==> src/logic/adcsc_pkg.sv <==
// Shared constants and types of the serial conversion controller.
// Assumes a 50 MHz system clock; pins are synchronised inside the controller.
package adcsc_pkg;
    localparam int CLK_HZ = 50_000_000;
    localparam int INT_CONV_NS = 25_000;
    localparam int INT_CONV_CYCLES = INT_CONV_NS / (1_000_000_000 / CLK_HZ);
    localparam int TIMER_W = 16;
    localparam int RESULT_W = 8;
    localparam int FIFO_DEPTH = 4;

    // Control byte field positions
    localparam int CTRL_START_POS = 7;
    localparam int CTRL_CHAN_HI_POS = 6;
    localparam int CTRL_CHAN_LO_POS = 4;
    localparam int CTRL_POL_POS = 3;
    localparam int CTRL_CFG_POS = 2;
    localparam int CTRL_PWR_POS = 1;
    localparam int CTRL_CLK_POS = 0;

    // Counts of serial clock edges
    localparam logic [3:0] CTRL_LAST_BIT = 4'h7;
    localparam logic [3:0] EXT_MSB_FALL = 4'h1;
    localparam logic [3:0] EXT_LAST_FALL = 4'h9;
    localparam logic [3:0] INT_MSB_FALL = 4'h1;

    // Reset values
    localparam logic RST_EXT_MODE = 1'b0;
    localparam logic RST_STROBE = 1'b1;
    localparam logic [7:0] RST_CTRL = 8'h00;

    typedef enum {ADCSC_HUNT, ADCSC_COLLECT} adcsc_in_state_t;
    typedef enum {ADCSC_IDLE, ADCSC_EXT, ADCSC_INT, ADCSC_INTREAD} adcsc_cv_state_t;

    typedef struct packed {
        logic [2:0] channel;
        logic polarity_select;
        logic input_config_select;
    } adcsc_cfg_t;
endpackage

==> src/logic/adcsc_fifo.sv <==
// Small result FIFO between the converter core and the sequencer.
// Assumes one clock and a synchronous handshake on both sides.
`timescale 1ns/1ps
module adcsc_fifo #(
    parameter int WIDTH = 8,
    parameter int DEPTH = 4
) (
    input wire logic clk_sys,
    input wire logic resetn,
    input wire logic in_valid,
    output logic in_ready,
    input wire logic [WIDTH-1:0] in_data,
    output logic out_valid,
    input wire logic out_ready,
    output logic [WIDTH-1:0] out_data
);
    localparam int AW = $clog2(DEPTH);
    logic [WIDTH-1:0] mem_reg [DEPTH];
    logic [AW-1:0] wr_ptr_reg;
    logic [AW-1:0] rd_ptr_reg;
    logic [AW:0] count_reg;
    logic push;
    logic pop;

    assign in_ready = (count_reg != (AW+1)'(DEPTH));
    assign out_valid = (count_reg != '0);
    assign out_data = mem_reg[rd_ptr_reg];
    assign push = in_valid && in_ready;
    assign pop = out_valid && out_ready;

    always_ff @(posedge clk_sys) begin
        if (push) begin
            mem_reg[wr_ptr_reg] <= in_data;
        end
    end

    always_ff @(posedge clk_sys or negedge resetn) begin
        if (!resetn) begin
            wr_ptr_reg <= '0;
            rd_ptr_reg <= '0;
            count_reg <= '0;
        end else begin
            // Pointers wrap; depth is expected to be a power of two
            if (push) begin
                wr_ptr_reg <= wr_ptr_reg + 1'b1;
            end
            if (pop) begin
                rd_ptr_reg <= rd_ptr_reg + 1'b1;
            end
            if (push && !pop) begin
                count_reg <= count_reg + 1'b1;
            end else if (pop && !push) begin
                count_reg <= count_reg - 1'b1;
            end
        end
    end
endmodule

==> src/logic/adcsc_ctrl.sv <==
// Serial interface and conversion sequencer of an 8-bit multi-channel ADC.
// Assumes pins come from a slow serial master and an abstract converter core.
// Operation
// - Control byte all ones: top channel, single-ended, unipolar, external clock, stay powered.
// - External mode: strobe high two serial periods after last control bit.
// - A conversion takes at least ten serial clocks, also the repeat period.
// - Data output changes only on serial clock falling edges; so does the external mode strobe while chip select is low.
// - With chip select low, data in is sampled on serial clock rising edges.
// - Leading zeros ignored; first one is control bit 7 framing seven more.
// - Returned bytes two and three: two zeros, eight result bits, six zeros.
// - Result MSB first; straight binary unipolar, two's complement bipolar.
// - Clock source bit picks conversion clock; serial clock always shifts data.
// - External mode: eight result bits on next eight falling edges, then zeros.
// - External mode: chip select high floats outputs; strobe driven low after fall.
// - Internal mode: strobe falls at conversion start, rises at completion.
// - Internal mode: result held; MSB on second falling edge after strobe rises.
// - Internal mode: chip select high blocks input, floats data, keeps strobe and conversion.
// - Conversion starts on falling edge after eighth control bit, not chip select.
// - Start bit accepted when idle or after running conversion's MSB was driven.
// - Chip select toggle mid-conversion abandons an external one; in either mode the next one is a start bit.
// - Control bit 0: one serial clock conversion, zero internal oscillator.
// - Bit 1 power state, bits 6-4 channel, bit 3 polarity, bit 2 configuration.
// - After reset: internal mode, strobe high, zeros shifted out.
`timescale 1ns/1ps
module adcsc_ctrl
    import adcsc_pkg::*;
#(
    parameter int INT_CYCLES = INT_CONV_CYCLES,
    parameter int FIFO_WORDS = FIFO_DEPTH
) (
    input wire logic clk_sys,
    input wire logic resetn,
    input wire logic cs_n,
    input wire logic sclk,
    input wire logic din,
    output logic dout,
    output logic dout_oe,
    output logic conversion_strobe,
    output logic conversion_strobe_oe,
    output logic conv_start,
    output adcsc_cfg_t conv_cfg,
    input wire logic result_valid,
    output logic result_ready,
    input wire logic [RESULT_W-1:0] result_data,
    output logic power_down
);
    logic cs_n_meta_reg, cs_n_sync_reg, cs_n_last_reg;
    logic sclk_meta_reg, sclk_sync_reg, sclk_last_reg;
    logic din_meta_reg, din_sync_reg;
    adcsc_in_state_t in_state_reg;
    adcsc_cv_state_t cv_state_reg;
    logic [7:0] in_shift_reg;
    logic [3:0] in_cnt_reg;
    logic [7:0] ctrl_byte_reg;
    logic ctrl_pending_reg, cs_toggled_reg, ext_mode_reg, pwr_keep_reg;
    logic [3:0] fall_cnt_reg;
    logic [TIMER_W-1:0] timer_reg;
    logic [RESULT_W-1:0] result_reg, out_shift_reg;
    logic have_result_reg, msb_driven_reg;
    logic strobe_reg, strobe_oe_reg, dout_oe_reg, conv_start_reg;
    adcsc_cfg_t cfg_reg;
    logic power_down_reg, fifo_valid, fifo_ready;
    logic [RESULT_W-1:0] fifo_data;
    logic sclk_rise, sclk_fall, cs_rise, cs_fall, cs_low;
    logic start_ok, start_seen, ctrl_done, conv_go;
    logic timer_done, ext_done, int_done;
    logic [RESULT_W-1:0] coded_result;

    // Pin synchronisers; edges are found on the second stage only
    always_ff @(posedge clk_sys or negedge resetn) begin
        if (!resetn) begin
            cs_n_meta_reg <= 1'b1;
            cs_n_sync_reg <= 1'b1;
            cs_n_last_reg <= 1'b1;
            sclk_meta_reg <= 1'b0;
            sclk_sync_reg <= 1'b0;
            sclk_last_reg <= 1'b0;
            din_meta_reg <= 1'b0;
            din_sync_reg <= 1'b0;
        end else begin
            cs_n_meta_reg <= cs_n;
            cs_n_sync_reg <= cs_n_meta_reg;
            cs_n_last_reg <= cs_n_sync_reg;
            sclk_meta_reg <= sclk;
            sclk_sync_reg <= sclk_meta_reg;
            sclk_last_reg <= sclk_sync_reg;
            din_meta_reg <= din;
            din_sync_reg <= din_meta_reg;
        end
    end

    assign sclk_rise = sclk_sync_reg && !sclk_last_reg;
    assign sclk_fall = !sclk_sync_reg && sclk_last_reg;
    assign cs_rise = cs_n_sync_reg && !cs_n_last_reg;
    assign cs_fall = !cs_n_sync_reg && cs_n_last_reg;
    assign cs_low = !cs_n_sync_reg;

    assign start_ok = (cv_state_reg == ADCSC_IDLE) || msb_driven_reg || cs_toggled_reg;
    assign start_seen = sclk_rise && cs_low && in_state_reg == ADCSC_HUNT && din_sync_reg && start_ok;
    assign ctrl_done = sclk_rise && cs_low && in_state_reg == ADCSC_COLLECT && in_cnt_reg == CTRL_LAST_BIT;
    assign conv_go = ctrl_pending_reg && sclk_fall;
    assign timer_done = (timer_reg >= TIMER_W'(INT_CYCLES - 1));
    assign ext_done = cv_state_reg == ADCSC_EXT && sclk_fall && !cs_rise && fall_cnt_reg == EXT_LAST_FALL;
    assign int_done = cv_state_reg == ADCSC_INT && timer_done && have_result_reg;
    // Core gives straight binary; bipolar flips the MSB into two's complement
    assign coded_result = {result_reg[RESULT_W-1] ^ !cfg_reg.polarity_select, result_reg[RESULT_W-2:0]};

    // Control byte capture; chip select high holds the shifter still
    always_ff @(posedge clk_sys or negedge resetn) begin
        if (!resetn) begin
            in_state_reg <= ADCSC_HUNT;
            in_shift_reg <= RST_CTRL;
            in_cnt_reg <= 4'h0;
            ctrl_byte_reg <= RST_CTRL;
        end else if (cs_rise) begin
            in_state_reg <= ADCSC_HUNT;
        end else if (sclk_rise && cs_low) begin
            case (in_state_reg)
                ADCSC_HUNT: begin
                    if (start_seen) begin
                        in_shift_reg <= 8'h01;
                        in_cnt_reg <= 4'h1;
                        in_state_reg <= ADCSC_COLLECT;
                    end
                end
                default: begin
                    in_shift_reg <= {in_shift_reg[6:0], din_sync_reg};
                    in_cnt_reg <= in_cnt_reg + 4'h1;
                    if (in_cnt_reg == CTRL_LAST_BIT) begin
                        ctrl_byte_reg <= {in_shift_reg[6:0], din_sync_reg};
                        in_state_reg <= ADCSC_HUNT;
                    end
                end
            endcase
        end
    end

    // A full byte waits for the next falling edge to launch the conversion
    always_ff @(posedge clk_sys or negedge resetn) begin
        if (!resetn) begin
            ctrl_pending_reg <= 1'b0;
        end else if (ctrl_done) begin
            ctrl_pending_reg <= 1'b1;
        end else if (conv_go || cs_rise) begin
            ctrl_pending_reg <= 1'b0;
        end
    end

    // Set wins over clear so a toggle at launch is not lost
    always_ff @(posedge clk_sys or negedge resetn) begin
        if (!resetn) begin
            cs_toggled_reg <= 1'b0;
        end else if (cs_rise) begin
            cs_toggled_reg <= 1'b1;
        end else if (conv_go) begin
            cs_toggled_reg <= 1'b0;
        end
    end

    // Settings latched at launch and handed to the converter core
    always_ff @(posedge clk_sys or negedge resetn) begin
        if (!resetn) begin
            ext_mode_reg <= RST_EXT_MODE;
            pwr_keep_reg <= 1'b1;
            cfg_reg <= '0;
            conv_start_reg <= 1'b0;
        end else begin
            conv_start_reg <= conv_go;
            if (conv_go) begin
                ext_mode_reg <= ctrl_byte_reg[CTRL_CLK_POS];
                pwr_keep_reg <= ctrl_byte_reg[CTRL_PWR_POS];
                cfg_reg.channel <= ctrl_byte_reg[CTRL_CHAN_HI_POS:CTRL_CHAN_LO_POS];
                cfg_reg.polarity_select <= ctrl_byte_reg[CTRL_POL_POS];
                cfg_reg.input_config_select <= ctrl_byte_reg[CTRL_CFG_POS];
            end
        end
    end

    // Sequencer: strobe, edge counts, internal timer and output shifter
    always_ff @(posedge clk_sys or negedge resetn) begin
        if (!resetn) begin
            cv_state_reg <= ADCSC_IDLE;
            fall_cnt_reg <= 4'h0;
            timer_reg <= '0;
            strobe_reg <= RST_STROBE;
            msb_driven_reg <= 1'b0;
            out_shift_reg <= '0;
        end else if (conv_go) begin
            fall_cnt_reg <= 4'h0;
            timer_reg <= '0;
            msb_driven_reg <= 1'b0;
            out_shift_reg <= {out_shift_reg[RESULT_W-2:0], 1'b0};
            if (ctrl_byte_reg[CTRL_CLK_POS]) begin
                cv_state_reg <= ADCSC_EXT;
                strobe_reg <= 1'b1;
            end else begin
                cv_state_reg <= ADCSC_INT;
                strobe_reg <= 1'b0;
            end
        end else begin
            case (cv_state_reg)
                ADCSC_EXT: begin
                    if (cs_rise) begin
                        cv_state_reg <= ADCSC_IDLE;
                        strobe_reg <= 1'b0;
                    end else if (sclk_fall) begin
                        fall_cnt_reg <= fall_cnt_reg + 4'h1;
                        if (fall_cnt_reg == EXT_MSB_FALL) begin
                            strobe_reg <= 1'b0;
                            out_shift_reg <= coded_result;
                            msb_driven_reg <= 1'b1;
                        end else begin
                            out_shift_reg <= {out_shift_reg[RESULT_W-2:0], 1'b0};
                        end
                        if (fall_cnt_reg == EXT_LAST_FALL) begin
                            cv_state_reg <= ADCSC_IDLE;
                        end
                    end
                end
                ADCSC_INT: begin
                    // Chip select does not stop the timer
                    if (!timer_done) begin
                        timer_reg <= timer_reg + 1'b1;
                    end else if (have_result_reg) begin
                        strobe_reg <= 1'b1;
                        fall_cnt_reg <= 4'h0;
                        cv_state_reg <= ADCSC_INTREAD;
                    end
                    if (sclk_fall && cs_low) begin
                        out_shift_reg <= {out_shift_reg[RESULT_W-2:0], 1'b0};
                    end
                end
                ADCSC_INTREAD: begin
                    if (sclk_fall && cs_low) begin
                        fall_cnt_reg <= fall_cnt_reg + 4'h1;
                        if (fall_cnt_reg == INT_MSB_FALL) begin
                            out_shift_reg <= coded_result;
                            msb_driven_reg <= 1'b1;
                            cv_state_reg <= ADCSC_IDLE;
                        end else begin
                            out_shift_reg <= {out_shift_reg[RESULT_W-2:0], 1'b0};
                        end
                    end
                end
                default: begin
                    if (ext_mode_reg && cs_fall) begin
                        strobe_reg <= 1'b0;
                    end
                    if (sclk_fall && cs_low) begin
                        out_shift_reg <= {out_shift_reg[RESULT_W-2:0], 1'b0};
                    end
                end
            endcase
        end
    end

    // Result register; a late result from an abandoned conversion is not filtered
    always_ff @(posedge clk_sys or negedge resetn) begin
        if (!resetn) begin
            result_reg <= '0;
            have_result_reg <= 1'b0;
        end else if (conv_go) begin
            have_result_reg <= 1'b0;
        end else if (fifo_valid && fifo_ready) begin
            result_reg <= fifo_data;
            have_result_reg <= 1'b1;
        end
    end

    // No pop at launch, so the clear of the result flag never swallows a word
    assign fifo_ready = (cv_state_reg == ADCSC_EXT || cv_state_reg == ADCSC_INT) && !have_result_reg && !conv_go;

    // Output enables: data floats with chip select high in both modes
    always_ff @(posedge clk_sys or negedge resetn) begin
        if (!resetn) begin
            dout_oe_reg <= 1'b0;
            strobe_oe_reg <= 1'b1;
        end else begin
            dout_oe_reg <= cs_low;
            if (conv_go || !ext_mode_reg) begin
                strobe_oe_reg <= 1'b1;
            end else if (cs_rise) begin
                strobe_oe_reg <= 1'b0;
            end else if (cs_fall) begin
                strobe_oe_reg <= 1'b1;
            end
        end
    end

    // Set on completion wins over clear by a new start bit in the same cycle
    always_ff @(posedge clk_sys or negedge resetn) begin
        if (!resetn) begin
            power_down_reg <= 1'b0;
        end else if ((ext_done || int_done) && !pwr_keep_reg) begin
            power_down_reg <= 1'b1;
        end else if (start_seen) begin
            power_down_reg <= 1'b0;
        end
    end

    adcsc_fifo #(
        .WIDTH(RESULT_W),
        .DEPTH(FIFO_WORDS)
    ) u_fifo (
        .clk_sys(clk_sys),
        .resetn(resetn),
        .in_valid(result_valid),
        .in_ready(result_ready),
        .in_data(result_data),
        .out_valid(fifo_valid),
        .out_ready(fifo_ready),
        .out_data(fifo_data)
    );

    assign dout = out_shift_reg[RESULT_W-1];
    assign dout_oe = dout_oe_reg;
    assign conversion_strobe = strobe_reg;
    assign conversion_strobe_oe = strobe_oe_reg;
    assign conv_start = conv_start_reg;
    assign conv_cfg = cfg_reg;
    assign power_down = power_down_reg;
endmodule

==> config.mk <==
export PLATFORM = sky130hd
export DESIGN_NAME = adcsc_ctrl
export DESIGN_NICKNAME = d
export VERILOG_FILES = /design/src/logic/adcsc_pkg.sv /design/src/logic/adcsc_fifo.sv /design/src/logic/adcsc_ctrl.sv
export SDC_FILE = /design/constraint.sdc
export NUM_CORES = 1
export LEC_CHECK = 0
export ABC_AREA = 0
export BUFFER_PORTS_ARGS = -buffer_cell sky130_fd_sc_hd__buf_4
export CAP_MARGIN = 5
export CELL_PAD_IN_SITES_DETAIL_PLACEMENT = 1
export CELL_PAD_IN_SITES_GLOBAL_PLACEMENT = 2
export CORE_MARGIN = 2
export CORE_UTILIZATION = 46
export DETAILED_ROUTE_END_ITERATION = 16
export PLACE_DENSITY = 0.91
export SLEW_MARGIN = 20
export SYNTH_ARGS = -nofsm -noshare
export SYNTH_HDL_FRONTEND = slang
export SYNTH_SLANG_ARGS = --single-unit
==> constraint.sdc <==
create_clock -name clk_sys -period 5.2 [get_ports clk_sys]
set_input_delay 1.04 -clock clk_sys [delete_from_list [all_inputs] [get_ports clk_sys]]
set_output_delay 1.04 -clock clk_sys [all_outputs]
set_load 0.05 [all_outputs]
==> impl_metrics.py <==
metrics = {
    "die": {
        "boundaryPins": 26,
        "die_y_um": 110,
        "core.rowCount": 38,
        "core_area_um2": 10900,
        "dieWidth_um": 110,
        "initial_core_util_pct": 47.5,
        "dieArea_um2": 12200,
    },
    "clocking": {
        "path_clk_slew_ns": 0.05,
        "htreeDepth": 4,
        "holdBufCountCts": 0,
        "cts_tree": "done",
        "cts_resized": 0,
        "postCtsSetupRepairBufs": 0,
        "cts_made_buffers": 17,
        "clk_latency_ns": 0.41,
        "cts_root_buf": "clkbuf_16",
        "clock-sinks": 119,
        "cts_max_path_buffers": 2,
    },
    "setup_path": {
        "reg2reg_from": "sclk_sync_reg$_DFF_PN0_",
        "critPathBufInv": 5,
        "critPathCaptureType": "flop",
        "slowest_delay_ns": 0.44,
        "reg2reg_to": "u_fifo.count_reg[2]$_DFFE_PN0P_",
        "path_cells": "nand3b_1 -> buf_4 -> inv_2 -> nor4b_2 -> buf_4 -> inv_1 -> ha_1 -> inv_1 -> fa_1 -> xor2_1 -> nor2_1 -> xor2_1",
        "cp.arrival_ns": 3.21,
        "cp.required_ns": 5.54,
        "r2r_cells": 12,
        "crit_family": "buffers and inverters",
        "crit_path_start_kind": "flop",
        "critPathSlowestCell": "inv_2",
        "cp_max_fo": 28,
        "r2r_setup_slack_ns": 2.33,
        "crit_type": "reg -> reg",
    },
    "sta": {
        "fin_crit_sh_pct": 55.3,
        "max_slew_margin_pct": 33.4,
        "tightest_slew_ns": 0.993,
        "clock.fmax_mhz": 348,
        "timing.final.max_slew_violations": 0,
        "rsz0062_at_grt": "false",
        "fin_setup_tns_ns": 0,
        "hold_viol": 0,
        "finalSetupViolCount": 0,
        "finalClockSkew_ns": 0.00567,
        "fin_crit_ns": 2.87,
    },
    "power": {
        "power_switching_w": 0.000596,
        "p_comb_share_pct": 8.9,
        "ir_drop_mv": 0.257,
        "p_int_w": 0.00190,
        "leakage_nw": 2.67,
        "pwr_density_cell_nw_per_um2": 407,
        "pwr-share-seq_pct": 44.8,
        "clockPowerShare_pct": 46.3,
        "swShare_pct": 23.9,
    },
    "layout": {
        "final_nets": 477,
        "antenna_cells": 0,
        "final_common_cell": "dfrtp_1",
        "syn_to_final_growth_pct": 17.9,
        "final_area_um2": 6120,
        "layout_common_cells": "81 x dfrtp_1, 54 x nand2_1, 32 x edfxtp_1",
        "final_layout_size_suffix_gt1_share_pct": 21.8,
        "largest_reg_flops": 32,
    },
    "routing": {
        "first_pass_iters": 4,
        "vias_per_cell": 5.49,
        "wl_per_cell_um": 18.4,
        "routed-via-count": 3284,
        "ant_nets": 0,
        "drt_iter0_drc": 154,
        "drc": 0,
        "routed_wl_um": 11000,
    },
    "yosys": {
        "synth_top_area_share_pct": 39.0,
        "yosysUniqueCellTypes": 58,
        "synth_mux_area_share_pct": 8.89,
        "yosysWarnings": 0,
        "ys_ff_latch": 119,
        "synth-simple-area-share_pct": 12.8,
        "synth_flop_cell": "dfrtp_1",
        "synth_edf_count": 32,
        "synth.largest_area_cell": "dfrtp_1",
        "netlist_top_cells_area": "dfrtp_1 39%, edfxtp_1 18%, ha_1 4.1%, nand2_1 3.9%, mux4_2 3.5%",
        "syn_area_um2": 5190,
        "syn_nets": 440,
        "synth_xor_area_share_pct": 2.02,
        "synth_compound_area_share_pct": 9.08,
        "syn_avg_cell_area_um2": 12.7,
        "seq_area_frac_synth_pct": 60.5,
        "synth_top_family_by_area": "simple AND/OR/NAND/NOR gates",
        "synth_cells": 408,
        "synth-adder-area-share_pct": 4.48,
        "ys_async_sr_fraction_pct": 73.1,
    },
    "global_route": {
        "grt_max_degree": 55,
        "grt_use_total_pct": 20.4,
        "overflow": 0,
        "antenna_found_initial": 0,
        "grt_pass1_vias": 3458,
        "grt_pass1_wl_um": 18300,
    },
    "flow_run": {
        "cap_violations": 0,
    },
    "worst_hold_path": {
        "hp-class": "reg -> reg",
        "holdPathStages": 0,
        "hold_start": "din_meta_reg$_DFF_PN0_",
        "holdPathEnd": "din_sync_reg$_DFF_PN0_",
    },
    "outcome": {
        "status": "finished, final reports clean",
    },
    "place": {
        "io_buffers": 25,
        "place_hpwl_um": 7120,
        "place.gp.congestion": 0.846,
        "placed_cell_area_um2": 5550,
    },
}
==> cell usage after synthesis (all sizes together), types with 7 or more instances <==
master	instances
mux4	8
mux2i	9
and2	7
o21ai	22
nand2	54
dfrtp	81
inv	19
ha	17
mux2	17
edfxtp	32
xnor2	7
nor2	24
a22o	8
==> worst reg2reg max path: cells and delay by family (launching register included) <==
family                   cells  cell delay, ns
XOR/XNOR                     2            0.32
buffers and inverters        5            1.04
AND/OR/NAND/NOR              3            0.43
flip-flops                   1            0.43
adder cells (fa/ha/maj)      2            0.57
==> kinds of logic (layout without fill, tap and decap cells) <==
group	count (synthesis)	in the layout
XOR/XNOR	12	12
multiplexers	34	34
adder cells (fa/ha/maj)	18	18
buffers and inverters	30	80
flip-flops	119	119
AO/OA/AOI/OAI	65	65
AND/OR/NAND/NOR	130	130
==> power by group through the flow <==
stage / clock [W] / combinational, W / sequential (W)
after floorplan: 0 / 0.000146 / 0.00112
after global placement: 0 / 0.000209 / 0.00112
after detailed placement: 0 / 0.000222 / 0.00113
after CTS: 0.00117 / 0.000227 / 0.00112
after global routing: 0.00122 / 0.000253 / 0.00113
final: 0.00115 / 0.000222 / 0.00112
==> area by class of cell <==
class                           count  area, um2
Fill cell                        1124       4810
Sequential cell                   119       3150
Multi-Input combinational cell    259       1940
Clock buffer                       21        440
Timing Repair Buffer               29        218
Tap cell                          140        175
Clock inverter                     11        133
Inverter                           19       71.3
==> worst max-delay path by stage <==
stage / startpoint / to / slack [ns] / cells past startpoint
after floorplan: cv_state_reg[0]$_DFFE_PN0P_ / u_fifo.count_reg[1]$_DFFE_PN0P_ / 2.76 / 9
after global placement: sclk_sync_reg$_DFF_PN0_ / u_fifo.count_reg[2]$_DFFE_PN0P_ / 2.48 / 12
after detailed placement: sclk_sync_reg$_DFF_PN0_ / u_fifo.count_reg[2]$_DFFE_PN0P_ / 2.37 / 12
after CTS: sclk_sync_reg$_DFF_PN0_ / u_fifo.count_reg[2]$_DFFE_PN0P_ / 2.31 / 12
after global routing: sclk_sync_reg$_DFF_PN0_ / u_fifo.count_reg[2]$_DFFE_PN0P_ / 2.10 / 12
final: sclk_sync_reg$_DFF_PN0_ / u_fifo.count_reg[2]$_DFFE_PN0P_ / 2.33 / 12
==> per-stage QoR <==
step                util, %  worst slack [ns]  std cells  total power, W  hold WS [ns]
global route           56.0              2.10        598         0.00260         0.360
detailed placement     50.8              2.37        566         0.00136         0.336
floorplan                 -              2.76        408         0.00126         0.331
global placement       50.8              2.48        566         0.00133         0.336
CTS                    56.0              2.31        598         0.00251         0.347
finish                 56.0              2.33        598         0.00249         0.344
==> per-layer routing <==
metal,up-vias,GRT usage (%),part of all wire (%)
li1,1533,-,-
met1,1689,28.2,48
met2,43,30.4,47
met3,19,5.35,2.7
met4,0,9.11,2.1
met5,-,0,0
Power figures use the tool's default switching activity.
